--- src/hw/rvr_pkg.sv ---
package rvr_pkg;

  // register port request, one access per cycle
  typedef struct packed {
    logic       wr;
    logic       rd;
    logic [7:0] addr;
    logic [7:0] wdata;
  } rvr_req_type;

  typedef enum logic [1:0] {
    TM_IMMEDIATE = 2'b00,
    TM_ZERO_CROSS = 2'b01,
    TM_SOFT = 2'b10,
    TM_SOFT_ZERO = 2'b11
  } rvr_mode_type;

  // register offsets
  localparam logic [7:0] OFS_VOL_MIX = 8'h02;
  localparam logic [7:0] OFS_VOL_A = 8'h03;
  localparam logic [7:0] OFS_VOL_B = 8'h04;
  localparam logic [7:0] OFS_MODE3 = 8'h06;
  localparam logic [7:0] OFS_ID = 8'h07;

  // field positions
  localparam int MODE_LSB = 5;
  localparam int MUTE_BIT = 7;
  localparam int RAMP_UP_BIT = 3;
  localparam int RAMP_DN_BIT = 2;
  localparam logic [7:0] MODE3_MASK = 8'h1c;

  // values after reset
  localparam logic [7:0] RST_VOL_MIX = 8'h40;
  localparam logic [7:0] RST_VOL = 8'h00;
  localparam logic [7:0] RST_MODE3 = 8'h00;

  localparam logic [6:0] ATT_MAX = 7'h7f;

  // soft ramp step interval and internal reset hold
  localparam int CLK_PERIOD_NS = 5;
  localparam int SOFT_STEP_NS = 40;
  localparam int SOFT_STEP_CYCLES = SOFT_STEP_NS / CLK_PERIOD_NS;
  localparam int HOLD_NS = 20;
  localparam int HOLD_CYCLES = HOLD_NS / CLK_PERIOD_NS;

endpackage

--- src/hw/rvr_ramp.sv ---
`timescale 1ns/1ps
module rvr_ramp (
  // clock and reset
  input wire logic clk_i,
  input wire logic rst_b_i,
  // control
  input wire logic [6:0] goal_i,
  input wire rvr_pkg::rvr_mode_type mode_i,
  input wire logic tick_i,
  input wire logic zc_i,
  input wire logic jump_i,
  // result
  output logic [6:0] att_o,
  output logic at_goal_o
);

  logic [6:0] att_r;
  logic [6:0] att_nxt;
  logic [6:0] step_val;
  logic step_ok;

  assign at_goal_o = (att_r == goal_i);
  assign step_val = (att_r < goal_i) ? att_r + 7'h01 : att_r - 7'h01;
  // soft with zero cross only steps on a tick that meets a crossing
  assign step_ok = (mode_i == rvr_pkg::TM_SOFT) ? tick_i : (tick_i & zc_i);

  always_comb begin
    att_nxt = att_r;
    if (jump_i) begin
      att_nxt = goal_i;
    end else if (!at_goal_o) begin
      case (mode_i)
        rvr_pkg::TM_IMMEDIATE: att_nxt = goal_i;
        rvr_pkg::TM_ZERO_CROSS: att_nxt = zc_i ? goal_i : att_r;
        default: att_nxt = step_ok ? step_val : att_r;
      endcase
    end
  end

  // comes out of reset fully attenuated
  always_ff @(posedge clk_i or negedge rst_b_i) begin
    if (!rst_b_i) begin
      att_r <= rvr_pkg::ATT_MAX;
    end else begin
      att_r <= att_nxt;
    end
  end

  assign att_o = att_r;

endmodule // rvr_ramp

--- src/hw/rvr_top.sv ---
`timescale 1ns/1ps
// Notes on behaviour
// RL1: ramp-up bit clear: jump from full attenuation to programmed volume at release.
// RL2: ramp-up bit set: ramp from full attenuation using transition mode.
// RL3: ramp-down bit clear: jump to full attenuation when the chip resets.
// RL4: ramp-down bit set: ramp to full attenuation before a known reset acts.
// RL5: read-only id register: part code high nibble, revision low nibble.
// RL6: two-bit mode: immediate, zero cross, soft ramp (default), soft plus zero cross.
// RL7: writes to the id register change nothing.
module rvr_top #(
  parameter logic [3:0] PART_CODE = 4'h5, // arbitrary value
  parameter logic [3:0] REV_CODE = 4'h1 // arbitrary value
) (
  // clock and reset
  input wire logic clk_i,
  input wire logic rst_b_i,
  // register port
  input wire rvr_pkg::rvr_req_type req_i,
  output logic [7:0] rdata_o,
  // reset request and audio timing
  input wire logic soft_reset_req_i,
  input wire logic zero_cross_i,
  // volume path
  output logic [6:0] att_a_o,
  output logic [6:0] att_b_o,
  output logic internal_reset_o,
  output logic ramp_busy_o
);

  typedef enum logic [1:0] {ST_RUN, ST_RAMP_DN, ST_HOLD} rvr_state_type;

  rvr_state_type state_r;
  rvr_state_type state_nxt;
  logic [7:0] vol_mix_r;
  logic [7:0] vol_a_r;
  logic [7:0] vol_b_r;
  logic [7:0] mode3_r;
  logic [7:0] rdata_r;
  logic [7:0] rdata_nxt;
  logic [7:0] tick_cnt_r;
  logic [7:0] hold_cnt_r;
  logic tick;
  logic ramp_up_en;
  logic ramp_dn_en;
  logic force_max;
  logic jump;
  logic hold_done;
  logic at_goal_a;
  logic at_goal_b;
  logic [6:0] goal_a;
  logic [6:0] goal_b;
  logic [7:0] id_val;
  rvr_pkg::rvr_mode_type mode;

  ////////////////////////////////////////////////////////////////////////
  // registers

  assign id_val = {PART_CODE, REV_CODE}; // RL5
  assign mode = rvr_pkg::rvr_mode_type'(vol_mix_r[rvr_pkg::MODE_LSB +: 2]); // RL6
  assign ramp_up_en = mode3_r[rvr_pkg::RAMP_UP_BIT];
  assign ramp_dn_en = mode3_r[rvr_pkg::RAMP_DN_BIT];

  // id offset has no write decode at all
  always_ff @(posedge clk_i or negedge rst_b_i) begin
    if (!rst_b_i) begin
      vol_mix_r <= rvr_pkg::RST_VOL_MIX;
      vol_a_r <= rvr_pkg::RST_VOL;
      vol_b_r <= rvr_pkg::RST_VOL;
      mode3_r <= rvr_pkg::RST_MODE3;
    end else if (req_i.wr) begin // RL7
      if (req_i.addr == rvr_pkg::OFS_VOL_MIX) begin
        vol_mix_r <= req_i.wdata;
      end else if (req_i.addr == rvr_pkg::OFS_VOL_A) begin
        vol_a_r <= req_i.wdata;
      end else if (req_i.addr == rvr_pkg::OFS_VOL_B) begin
        vol_b_r <= req_i.wdata;
      end else if (req_i.addr == rvr_pkg::OFS_MODE3) begin
        mode3_r <= req_i.wdata & rvr_pkg::MODE3_MASK;
      end
    end
  end

  always_comb begin
    rdata_nxt = 8'h00;
    if (req_i.addr == rvr_pkg::OFS_VOL_MIX) begin
      rdata_nxt = vol_mix_r;
    end else if (req_i.addr == rvr_pkg::OFS_VOL_A) begin
      rdata_nxt = vol_a_r;
    end else if (req_i.addr == rvr_pkg::OFS_VOL_B) begin
      rdata_nxt = vol_b_r;
    end else if (req_i.addr == rvr_pkg::OFS_MODE3) begin
      rdata_nxt = mode3_r;
    end else if (req_i.addr == rvr_pkg::OFS_ID) begin
      rdata_nxt = id_val; // RL5
    end
  end

  // read data holds until the next read
  always_ff @(posedge clk_i or negedge rst_b_i) begin
    if (!rst_b_i) begin
      rdata_r <= 8'h00;
    end else if (req_i.rd) begin
      rdata_r <= rdata_nxt;
    end
  end

  assign rdata_o = rdata_r;

  ////////////////////////////////////////////////////////////////////////
  // soft ramp step timer

  assign tick = (tick_cnt_r == 8'(rvr_pkg::SOFT_STEP_CYCLES - 1));

  always_ff @(posedge clk_i or negedge rst_b_i) begin
    if (!rst_b_i) begin
      tick_cnt_r <= 8'h00;
    end else begin
      // restart in hold so the first ramp-up step waits a full interval
      tick_cnt_r <= (tick || state_r == ST_HOLD) ? 8'h00 : tick_cnt_r + 8'h01; // RL2
    end
  end

  ////////////////////////////////////////////////////////////////////////
  // reset sequencing

  assign hold_done = (hold_cnt_r == 8'(rvr_pkg::HOLD_CYCLES - 1));

  always_comb begin
    state_nxt = state_r;
    jump = 1'b0;
    case (state_r)
      ST_RUN: begin
        if (soft_reset_req_i) begin
          if (ramp_dn_en) begin
            state_nxt = ST_RAMP_DN; // RL4
          end else begin
            state_nxt = ST_HOLD; // RL3
            jump = 1'b1;
          end
        end
      end
      ST_RAMP_DN: begin
        if (at_goal_a && at_goal_b) begin
          state_nxt = ST_HOLD; // RL4
        end
      end
      default: begin
        if (hold_done) begin
          state_nxt = ST_RUN;
          jump = !ramp_up_en; // RL1 RL2
        end
      end
    endcase
  end

  always_ff @(posedge clk_i or negedge rst_b_i) begin
    if (!rst_b_i) begin
      state_r <= ST_HOLD;
      hold_cnt_r <= 8'h00;
    end else begin
      state_r <= state_nxt;
      hold_cnt_r <= (state_r == ST_HOLD && !hold_done) ? hold_cnt_r + 8'h01 : 8'h00;
    end
  end

  function automatic logic [6:0] goal_of(input logic [7:0] vol, input logic hard_max);
    return (hard_max || vol[rvr_pkg::MUTE_BIT]) ? rvr_pkg::ATT_MAX : vol[6:0];
  endfunction

  // pin reset goes through the same hold so both releases behave alike
  // built from state_r, not state_nxt: avoids a loop through at_goal
  assign force_max = (state_r == ST_RUN) ? soft_reset_req_i
                   : ((state_r == ST_RAMP_DN) || !hold_done);
  assign goal_a = goal_of(vol_a_r, force_max);
  assign goal_b = goal_of(vol_b_r, force_max);

  rvr_ramp u_ramp_a (
    .clk_i(clk_i),
    .rst_b_i(rst_b_i),
    .goal_i(goal_a),
    .mode_i(mode),
    .tick_i(tick),
    .zc_i(zero_cross_i),
    .jump_i(jump),
    .att_o(att_a_o),
    .at_goal_o(at_goal_a)
  );

  rvr_ramp u_ramp_b (
    .clk_i(clk_i),
    .rst_b_i(rst_b_i),
    .goal_i(goal_b),
    .mode_i(mode),
    .tick_i(tick),
    .zc_i(zero_cross_i),
    .jump_i(jump),
    .att_o(att_b_o),
    .at_goal_o(at_goal_b)
  );

  assign internal_reset_o = (state_r == ST_HOLD);
  assign ramp_busy_o = (state_r != ST_HOLD) && !(at_goal_a && at_goal_b);
endmodule // rvr_top

--- config.mk ---
export PLATFORM = sky130hd
export DESIGN_NAME = rvr_top
export DESIGN_NICKNAME = d
export VERILOG_FILES = /design/src/hw/rvr_pkg.sv /design/src/hw/rvr_ramp.sv /design/src/hw/rvr_top.sv
export SDC_FILE = /design/constraint.sdc
export NUM_CORES = 1
export LEC_CHECK = 0
export ABC_CLOCK_PERIOD_IN_PS = 11900
export BUFFER_PORTS_ARGS = -buffer_cell sky130_fd_sc_hd__buf_2
export CAP_MARGIN = 15
export CORE_AREA = 2 2 117 147
export DETAILED_ROUTE_END_ITERATION = 8
export DIE_AREA = 0 0 119 149
export PLACE_DENSITY = 0.41
export SLEW_MARGIN = 15
export SYNTH_ARGS = -nofsm -noshare
export SYNTH_HDL_FRONTEND = slang
export SYNTH_SLANG_ARGS = --single-unit
--- constraint.sdc ---
create_clock -name clk_i -period 11.9 [get_ports clk_i]
set_clock_uncertainty 0.05 [all_clocks]
set_input_delay 0 -clock clk_i [delete_from_list [all_inputs] [get_ports clk_i]]
set_output_delay 0 -clock clk_i [all_outputs]
set_load 0.1 [all_outputs]
After elaboration in Yosys (flattened, before gate mapping)
Cells that the tools add are included.
{"block": "totals", "regBits": 67, "latchBits": 0, "ram_bits": 0, "mem_bits_ro": 0, "elab_cells": 94, "mem_count": 0}
{"block": "op_classes", "n_addsub": 6, "multipliers": 0, "n_div": 0, "magnitude_cmp": 2, "n_eq_ne": 19, "shift": 0, "muxes": 32, "bitwise": 4, "reduce_logical": 21}
{"op": "two-way mux 7 bit", "count": 14}
{"op": "two-way mux 8 bit", "count": 5}
{"op": "equality test 8 x 3 -> 1 bit, second input constant", "count": 4}
{"op": "one-hot mux 7 bit (2 select lines)", "count": 2}
{"op": "equality test 8 x 2 -> 1 bit, second input constant", "count": 3}
{"op": "adder 8 x 1 -> 8 bit, second input constant", "count": 2}
{"op": "adder 7 x 1 -> 7 bit, second input constant", "count": 2}
{"op": "equality test 7 bit", "count": 2}
{"op": "less-than comparator 7 bit", "count": 2}
{"op": "subtractor 7 x 1 -> 7 bit, second input constant", "count": 2}
{"op": "AND reduction 3 bit", "count": 4}
{"op": "inequality test 2 bit, second input constant", "count": 5}
{"op": "two-way mux 2 bit", "count": 4}
{"op": "two-way mux 1 bit", "count": 5}
{"op": "AND reduction 5 bit", "count": 1}
{"op": "equality test 2 x 1 -> 1 bit, second input constant", "count": 2}
{"op": "equality test 2 bit, second input constant", "count": 2}
{"op": "logical NOT 2 bit", "count": 2}
{"op": "logical OR 1 bit", "count": 4}
{"op": "one-hot mux 2 bit (2 select lines)", "count": 1}
{"op": "AND reduction 4 bit", "count": 1}
{"op": "nonzero test 4 bit", "count": 1}
{"op": "logical AND 1 bit", "count": 3}
{"op": "logical NOT 1 bit", "count": 3}
{"op": "other kinds (6)", "count": 8}

Logic depth before layout (Yosys ltp)
{"block": "depth", "depth_word": 12, "depth_mapped": 18, "ltp_nobuf": 16}

By module
From an unflattened synthesis, not the netlist that was laid out.
{"block": "unflattened", "hier_cells": 409, "hier_area_um2": 4129.0}
{"module": "rvr_top", "instances": 1, "cells_per_inst": 233, "area_each_um2": 2632.5, "seq_area_each_um2": 1328.8}
{"module": "rvr_ramp", "instances": 2, "cells_per_inst": 88, "area_each_um2": 748.2, "seq_area_each_um2": 183.9}

Least setup slack after synthesis
No wires, ideal clock.
{"block": "synth_path", "path_type": "register to register", "start": "register state_r[1]", "end": "register u_ramp_b.att_r[6], in the netlist u_ramp_b.att_o[6]", "setup_time_ns": 0.082, "arrival_ns": 3.766, "t_required_ns": 11.768, "path_slack_ns": 8.002, "path_stages_with_launch": 18, "n_path_buf": 2, "period_less_slack_ns": 3.898, "path_cell_list": "dfstp_2 clkbuf_1 a41oi_1 or2_1 buf_2 nor2_1 ha_1 and3_1 a221o_1 a31oi_1 inv_1 fa_1 a211oi_1 o21bai_1 a21oi_1 xnor2_1 and4b_1 nor3_1"}
{"block": "synth_between", "elab_chain_cells": 11, "elab_cells_between_ends": 19}
{"element": "from (decl)", "line_no": "rvr_top.sv:32", "source": "rvr_state_type state_r;"}
{"element": "from (signal assigned)", "line_no": "rvr_top.sv:161", "source": "state_r <= state_nxt;"}
{"element": "equality test 2 x 1 -> 1 bit", "line_no": "rvr_top.sv:131, rvr_top.sv:173"}
{"element": "logical OR 1 bit", "line_no": "rvr_top.sv:173", "source": ": ((state_r == ST_RAMP_DN) || !hold_done);"}
{"element": "two-way mux 1 bit", "line_no": "rvr_top.sv:172", "source": "assign force_max = (state_r == ST_RUN) ? soft_reset_req_i"}
{"element": "logical OR 1 bit", "line_no": "rvr_top.sv:167", "source": "return (hard_max || vol[rvr_pkg::MUTE_BIT]) ? rvr_pkg::ATT_MAX : vol[6:0];"}
{"element": "two-way mux 7 bit", "line_no": "rvr_top.sv:167"}
{"element": "less-than comparator 7 bit", "line_no": "rvr_ramp.sv:23", "source": "assign step_val = (att_r < goal_i) ? att_r + 7'h01 : att_r - 7'h01;"}
{"element": "two-way mux 7 bit", "line_no": "rvr_ramp.sv:23"}
{"element": "two-way mux 7 bit", "line_no": "rvr_ramp.sv:35", "source": "default: att_nxt = step_ok ? step_val : att_r;"}
{"element": "one-hot mux 7 bit (2 select lines)", "line_no": "rvr_ramp.sv:32", "source": "case (mode_i)"}
{"element": "two-way mux 7 bit", "line_no": "rvr_ramp.sv:31", "source": "end else if (!at_goal_o) begin"}
{"element": "two-way mux 7 bit", "line_no": "rvr_ramp.sv:29", "source": "if (jump_i) begin"}
{"element": "to (signal assigned)", "line_no": "rvr_ramp.sv:43", "source": "att_r <= rvr_pkg::ATT_MAX;"}
{"element": "to (signal assigned)", "line_no": "rvr_ramp.sv:45", "source": "att_r <= att_nxt;"}
{"element": "to (decl)", "line_no": "rvr_ramp.sv:17", "source": "logic [6:0] att_r;"}
Parallel ways exist; a longest one is shown, timed or not. The select of a mux whose other input is x is not followed.
A chain may end at the register's enable or synchronous reset.

Final worst setup path
{"block": "layout_path", "start": "register hold_cnt_r[7]", "end": "register u_ramp_b.att_r[6], in the netlist u_ramp_b.att_o[6]"}
{"block": "layout_between", "elab_chain_cells": 12, "elab_cells_between_ends": 20}
{"element": "from (decl)", "line_no": "rvr_top.sv:41", "source": "logic [7:0] hold_cnt_r;"}
{"element": "from (signal assigned)", "line_no": "rvr_top.sv:162", "source": "hold_cnt_r <= (state_r == ST_HOLD && !hold_done) ? hold_cnt_r + 8'h01 : 8'h00;"}
{"element": "equality test 8 x 2 -> 1 bit (*)", "line_no": "rvr_top.sv:126", "source": "assign hold_done = (hold_cnt_r == 8'(rvr_pkg::HOLD_CYCLES - 1));"}
{"element": "logical NOT 1 bit", "line_no": "rvr_top.sv:173"}
{"element": "logical OR 1 bit", "line_no": "rvr_top.sv:173"}
{"element": "two-way mux 1 bit", "line_no": "rvr_top.sv:172"}
{"element": "logical OR 1 bit", "line_no": "rvr_top.sv:167"}
{"element": "two-way mux 7 bit", "line_no": "rvr_top.sv:167"}
{"element": "less-than comparator 7 bit", "line_no": "rvr_ramp.sv:23"}
{"element": "two-way mux 7 bit", "line_no": "rvr_ramp.sv:23"}
{"element": "two-way mux 7 bit", "line_no": "rvr_ramp.sv:35"}
{"element": "one-hot mux 7 bit (2 select lines)", "line_no": "rvr_ramp.sv:32"}
{"element": "two-way mux 7 bit", "line_no": "rvr_ramp.sv:31"}
{"element": "two-way mux 7 bit", "line_no": "rvr_ramp.sv:29"}
Mark *: on every way between the ends. The rest lies on a longest branch, timed or not. The select of a mux whose other input is x is not followed.

==> flow_metrics.env <==
export IMPL_async_flop_share_pct=100
export IMPL_max_freq_ghz=0.233
export IMPL_vias_per_cell=4.65
export IMPL_clk_path_buf_depth=2
export IMPL_wl_per_cell_microns=15.2
export IMPL_worst_slew_pin_slew_ns=0.871
export IMPL_multi_input_area_sq_um=2220
export IMPL_hold_start="req_i[14]"
export IMPL_cts_made_buffers=9
export IMPL_required_ns=12.10
export IMPL_start_util_pct=24.4
export IMPL_first_pass_iters=4
export IMPL_postSynthNetCount=446
export IMPL_grt_start_max_net_pins=68
export IMPL_end_kind="register"
export IMPL_ant_nets=0
export IMPL_insertion_delay_ns=0.33
export IMPL_leakage_nw=2.17
export IMPL_cts_clk_slew_worst_paths_ns=0.06
export IMPL_fin_nets=502
export IMPL_ys_ff_latch=67
export IMPL_place_congestion=0.837
export IMPL_port_buffers=45
export IMPL_start_kind="register"
export IMPL_power_density_nw_per_um2=298
export IMPL_drc=0
export IMPL_place_ws_ns=7.56
export IMPL_die_w_microns=119
export IMPL_ff_latch_area_sq_um=1700
export IMPL_rsz0062_at_grt="no"
export IMPL_final_setup_tns_ns=0
export IMPL_hpwl_mm=7.78
export IMPL_status="complete, no violations"
export IMPL_worstHoldPathType="input pin to register"
export IMPL_ir_worst_vdd_v=0.0000969
export IMPL_period_share_pct=36.1
export IMPL_clockRootBuffer="clkbuf_16"
export IMPL_relSlewSlack_pct=41.9
export IMPL_clock_sinks=67
export IMPL_r2r_start="hold_cnt_r[7]"
export IMPL_synth_edff_count=0
export IMPL_drive_gt1_share_pct=28.0
export IMPL_area_delta_synth_final_pct=21.3
export IMPL_arrival_ns=4.50
export IMPL_final_area_sq_um=4880
export IMPL_ios=46
export IMPL_dieArea_sq_um=17700
export IMPL_crit_type="register to register"
export IMPL_setup_viol=0
export IMPL_synth_area_top_cells="dfrtp_1 32%, dfstp_2 10%, mux2_2 9.5%, ha_1 8.1%, nor2_1 4.8%"
export IMPL_hold_viol_final=0
export IMPL_slew_violations=0
export IMPL_num_rows=53
export IMPL_cp_startpoint="hold_cnt_r[7]"
export IMPL_yosysWarnings=0
export IMPL_drv_cap=0
export IMPL_netlist_area_sq_um=4030
export IMPL_placed_area_sq_um=4480
export IMPL_grt_pass1_wl_mm=17.3
export IMPL_drt_initial_drc_count=131
export IMPL_syn_avg_cell_area_sq_um=10.2
export IMPL_h_tree_depth=3
export IMPL_yosys_top_cells_count="52 x nor2_1, 51 x dfrtp_1, 34 x mux2_2"
export IMPL_yosysUniqueCellTypes=54
export IMPL_ctsResizeCount=0
export IMPL_cts_tree="yes"
export IMPL_antenna_found_initial=0
export IMPL_fillers=1710
export IMPL_vias=3147
export IMPL_crit_fanout=10
export IMPL_core_area_sq_um=16500
export IMPL_synth_flop_cell="dfrtp_1"
export IMPL_grt_usage_pct=12.4
export IMPL_diodes=0
export IMPL_wl_mm=10.3
export IMPL_chipHeight_microns=149
export IMPL_globalRoute_totalOverflow=0
export IMPL_synth_most_common_cell="nor2_1"
export IMPL_synth_top_area_share_pct=31.7
export IMPL_syn_inst=396
export IMPL_setup_ws_ns=7.60
export IMPL_layout_min_cycle_time_ns=4.30
export IMPL_synth_seq_area_share_pct=42.1
export IMPL_grt_pass1_vias=3225
export IMPL_yosys_area_top_type="dfrtp_1"
state kept, by name, indices dropped and copies added, names as in the netlist:
register and flops:
vol_b_r 8, hold_cnt_r 8, rdata_o 8, vol_a_r 8, u_ramp_a.att_o 7, vol_mix_r 8, tick_cnt_r 8, mode3_r 3
u_ramp_b.att_o 7, state_r 2
through the flow:
stage / std cells / hold WS, ns / utilization, % / total power, W
after floorplan: 396 / -0.346 / - / 0.00103
after global placement: 649 / 0.220 / 27.1 / 0.00119
after detailed placement: 649 / 0.219 / 27.1 / 0.00119
after CTS: 677 / 0.0517 / 29.6 / 0.00147
after global routing: 677 / 0.0731 / 29.6 / 0.00158
final: 677 / 0.0622 / 29.6 / 0.00145
kinds of logic after synthesis:
group | count (synthesis) | share of synthesized area, %
and+or+nand+nor | 126 | 16.7
xor gates and xnor gates | 18 | 3.92
AOI/OAI and AO/OA | 97 | 16.1
adders and majority gates | 28 | 9.07
DFF | 67 | 42.1
buffers and inverters | 26 | 2.61
muxes | 34 | 9.51
what timing repair did:
item / in CTS / in global routing
hold endpoints to repair: 83 / 0
hold buffers: 12 / 0
buffers inserted: 0 / 0
endpoints found under the setup margin: 0 / 0
routing by layer:
metal | wire, microns | vias to the layer above | track usage [%] | part of all wire [%]
met1 | 4910 | 1529 | 15.6 | 48
met4 | 138 | 0 | 4.17 | 1.3
met3 | 292 | 8 | 3.10 | 2.8
li1 | - | 1563 | - | -
met2 | 4980 | 47 | 20.7 | 48
met5 | 0 | - | 0 | 0
layout by cell type, fill, tap and decap left out, types with 7 or more instances in the layout:
master          n
a31oi_1         9
buf_2          45
clkbuf_16       9
dfstp_2        16
inv_1          13
and3_1          8
xor2_1         11
nand2_1        15
ha_1           26
xnor2_1         7
nand3_1        12
nor2_1         52
dfrtp_1        51
a211oi_1       10
dlygate4sd3_1  12
a21oi_1        15
mux2_2         34
o21ai_0        26
critical path, stage by stage (launching register included):
cell and delay [ns]:
dfrtp_1 0.41, nor4_4 0.35, a41oi_1 0.18, or2_1 0.39, nor2_1 0.20, ha_1 0.26
and3_1 0.21, a221o_1 0.29, a31oi_1 0.23, inv_1 0.20, fa_1 0.45, a211oi_1 0.27
o21bai_1 0.12, a21oi_1 0.18, xnor2_1 0.10, nor4_1 0.25, nor3_1 0.09
report_power, final:
group | internal, W | switching (W)
combinational | 0.000323 | 0.000550
sequential | 0.000274 | 0.0000443
clock | 0.000162 | 0.000100
path summary, 6_finish.rpt:
path	slack [ns]	cells past startpoint	endpoint
worst max-delay path	7.60	16	u_ramp_b.att_o[6]
worst min-delay path	0.06	5	rdata_o[3]
worst max register to register	7.60	16	u_ramp_b.att_o[6]
worst min register to register	0.42	1	hold_cnt_r[0]
max in group asynchronous	10.88	3	vol_b_r[6]
min in group asynchronous	0.33	3	tick_cnt_r[0]
cell type report:
| class | instances | share of cell area (%) |
|---|---|---|
| Tap cell | 220 | 5.64 |
| Clock inverter | 5 | 1.10 |
| Multi-Input combinational cell | 303 | 45.5 |
| Timing Repair Buffer | 58 | 7.22 |
| Inverter | 13 | 0.999 |
| Clock buffer | 11 | 4.76 |
| Sequential cell | 67 | 34.7 |
(Power assumes the default switching activity.)
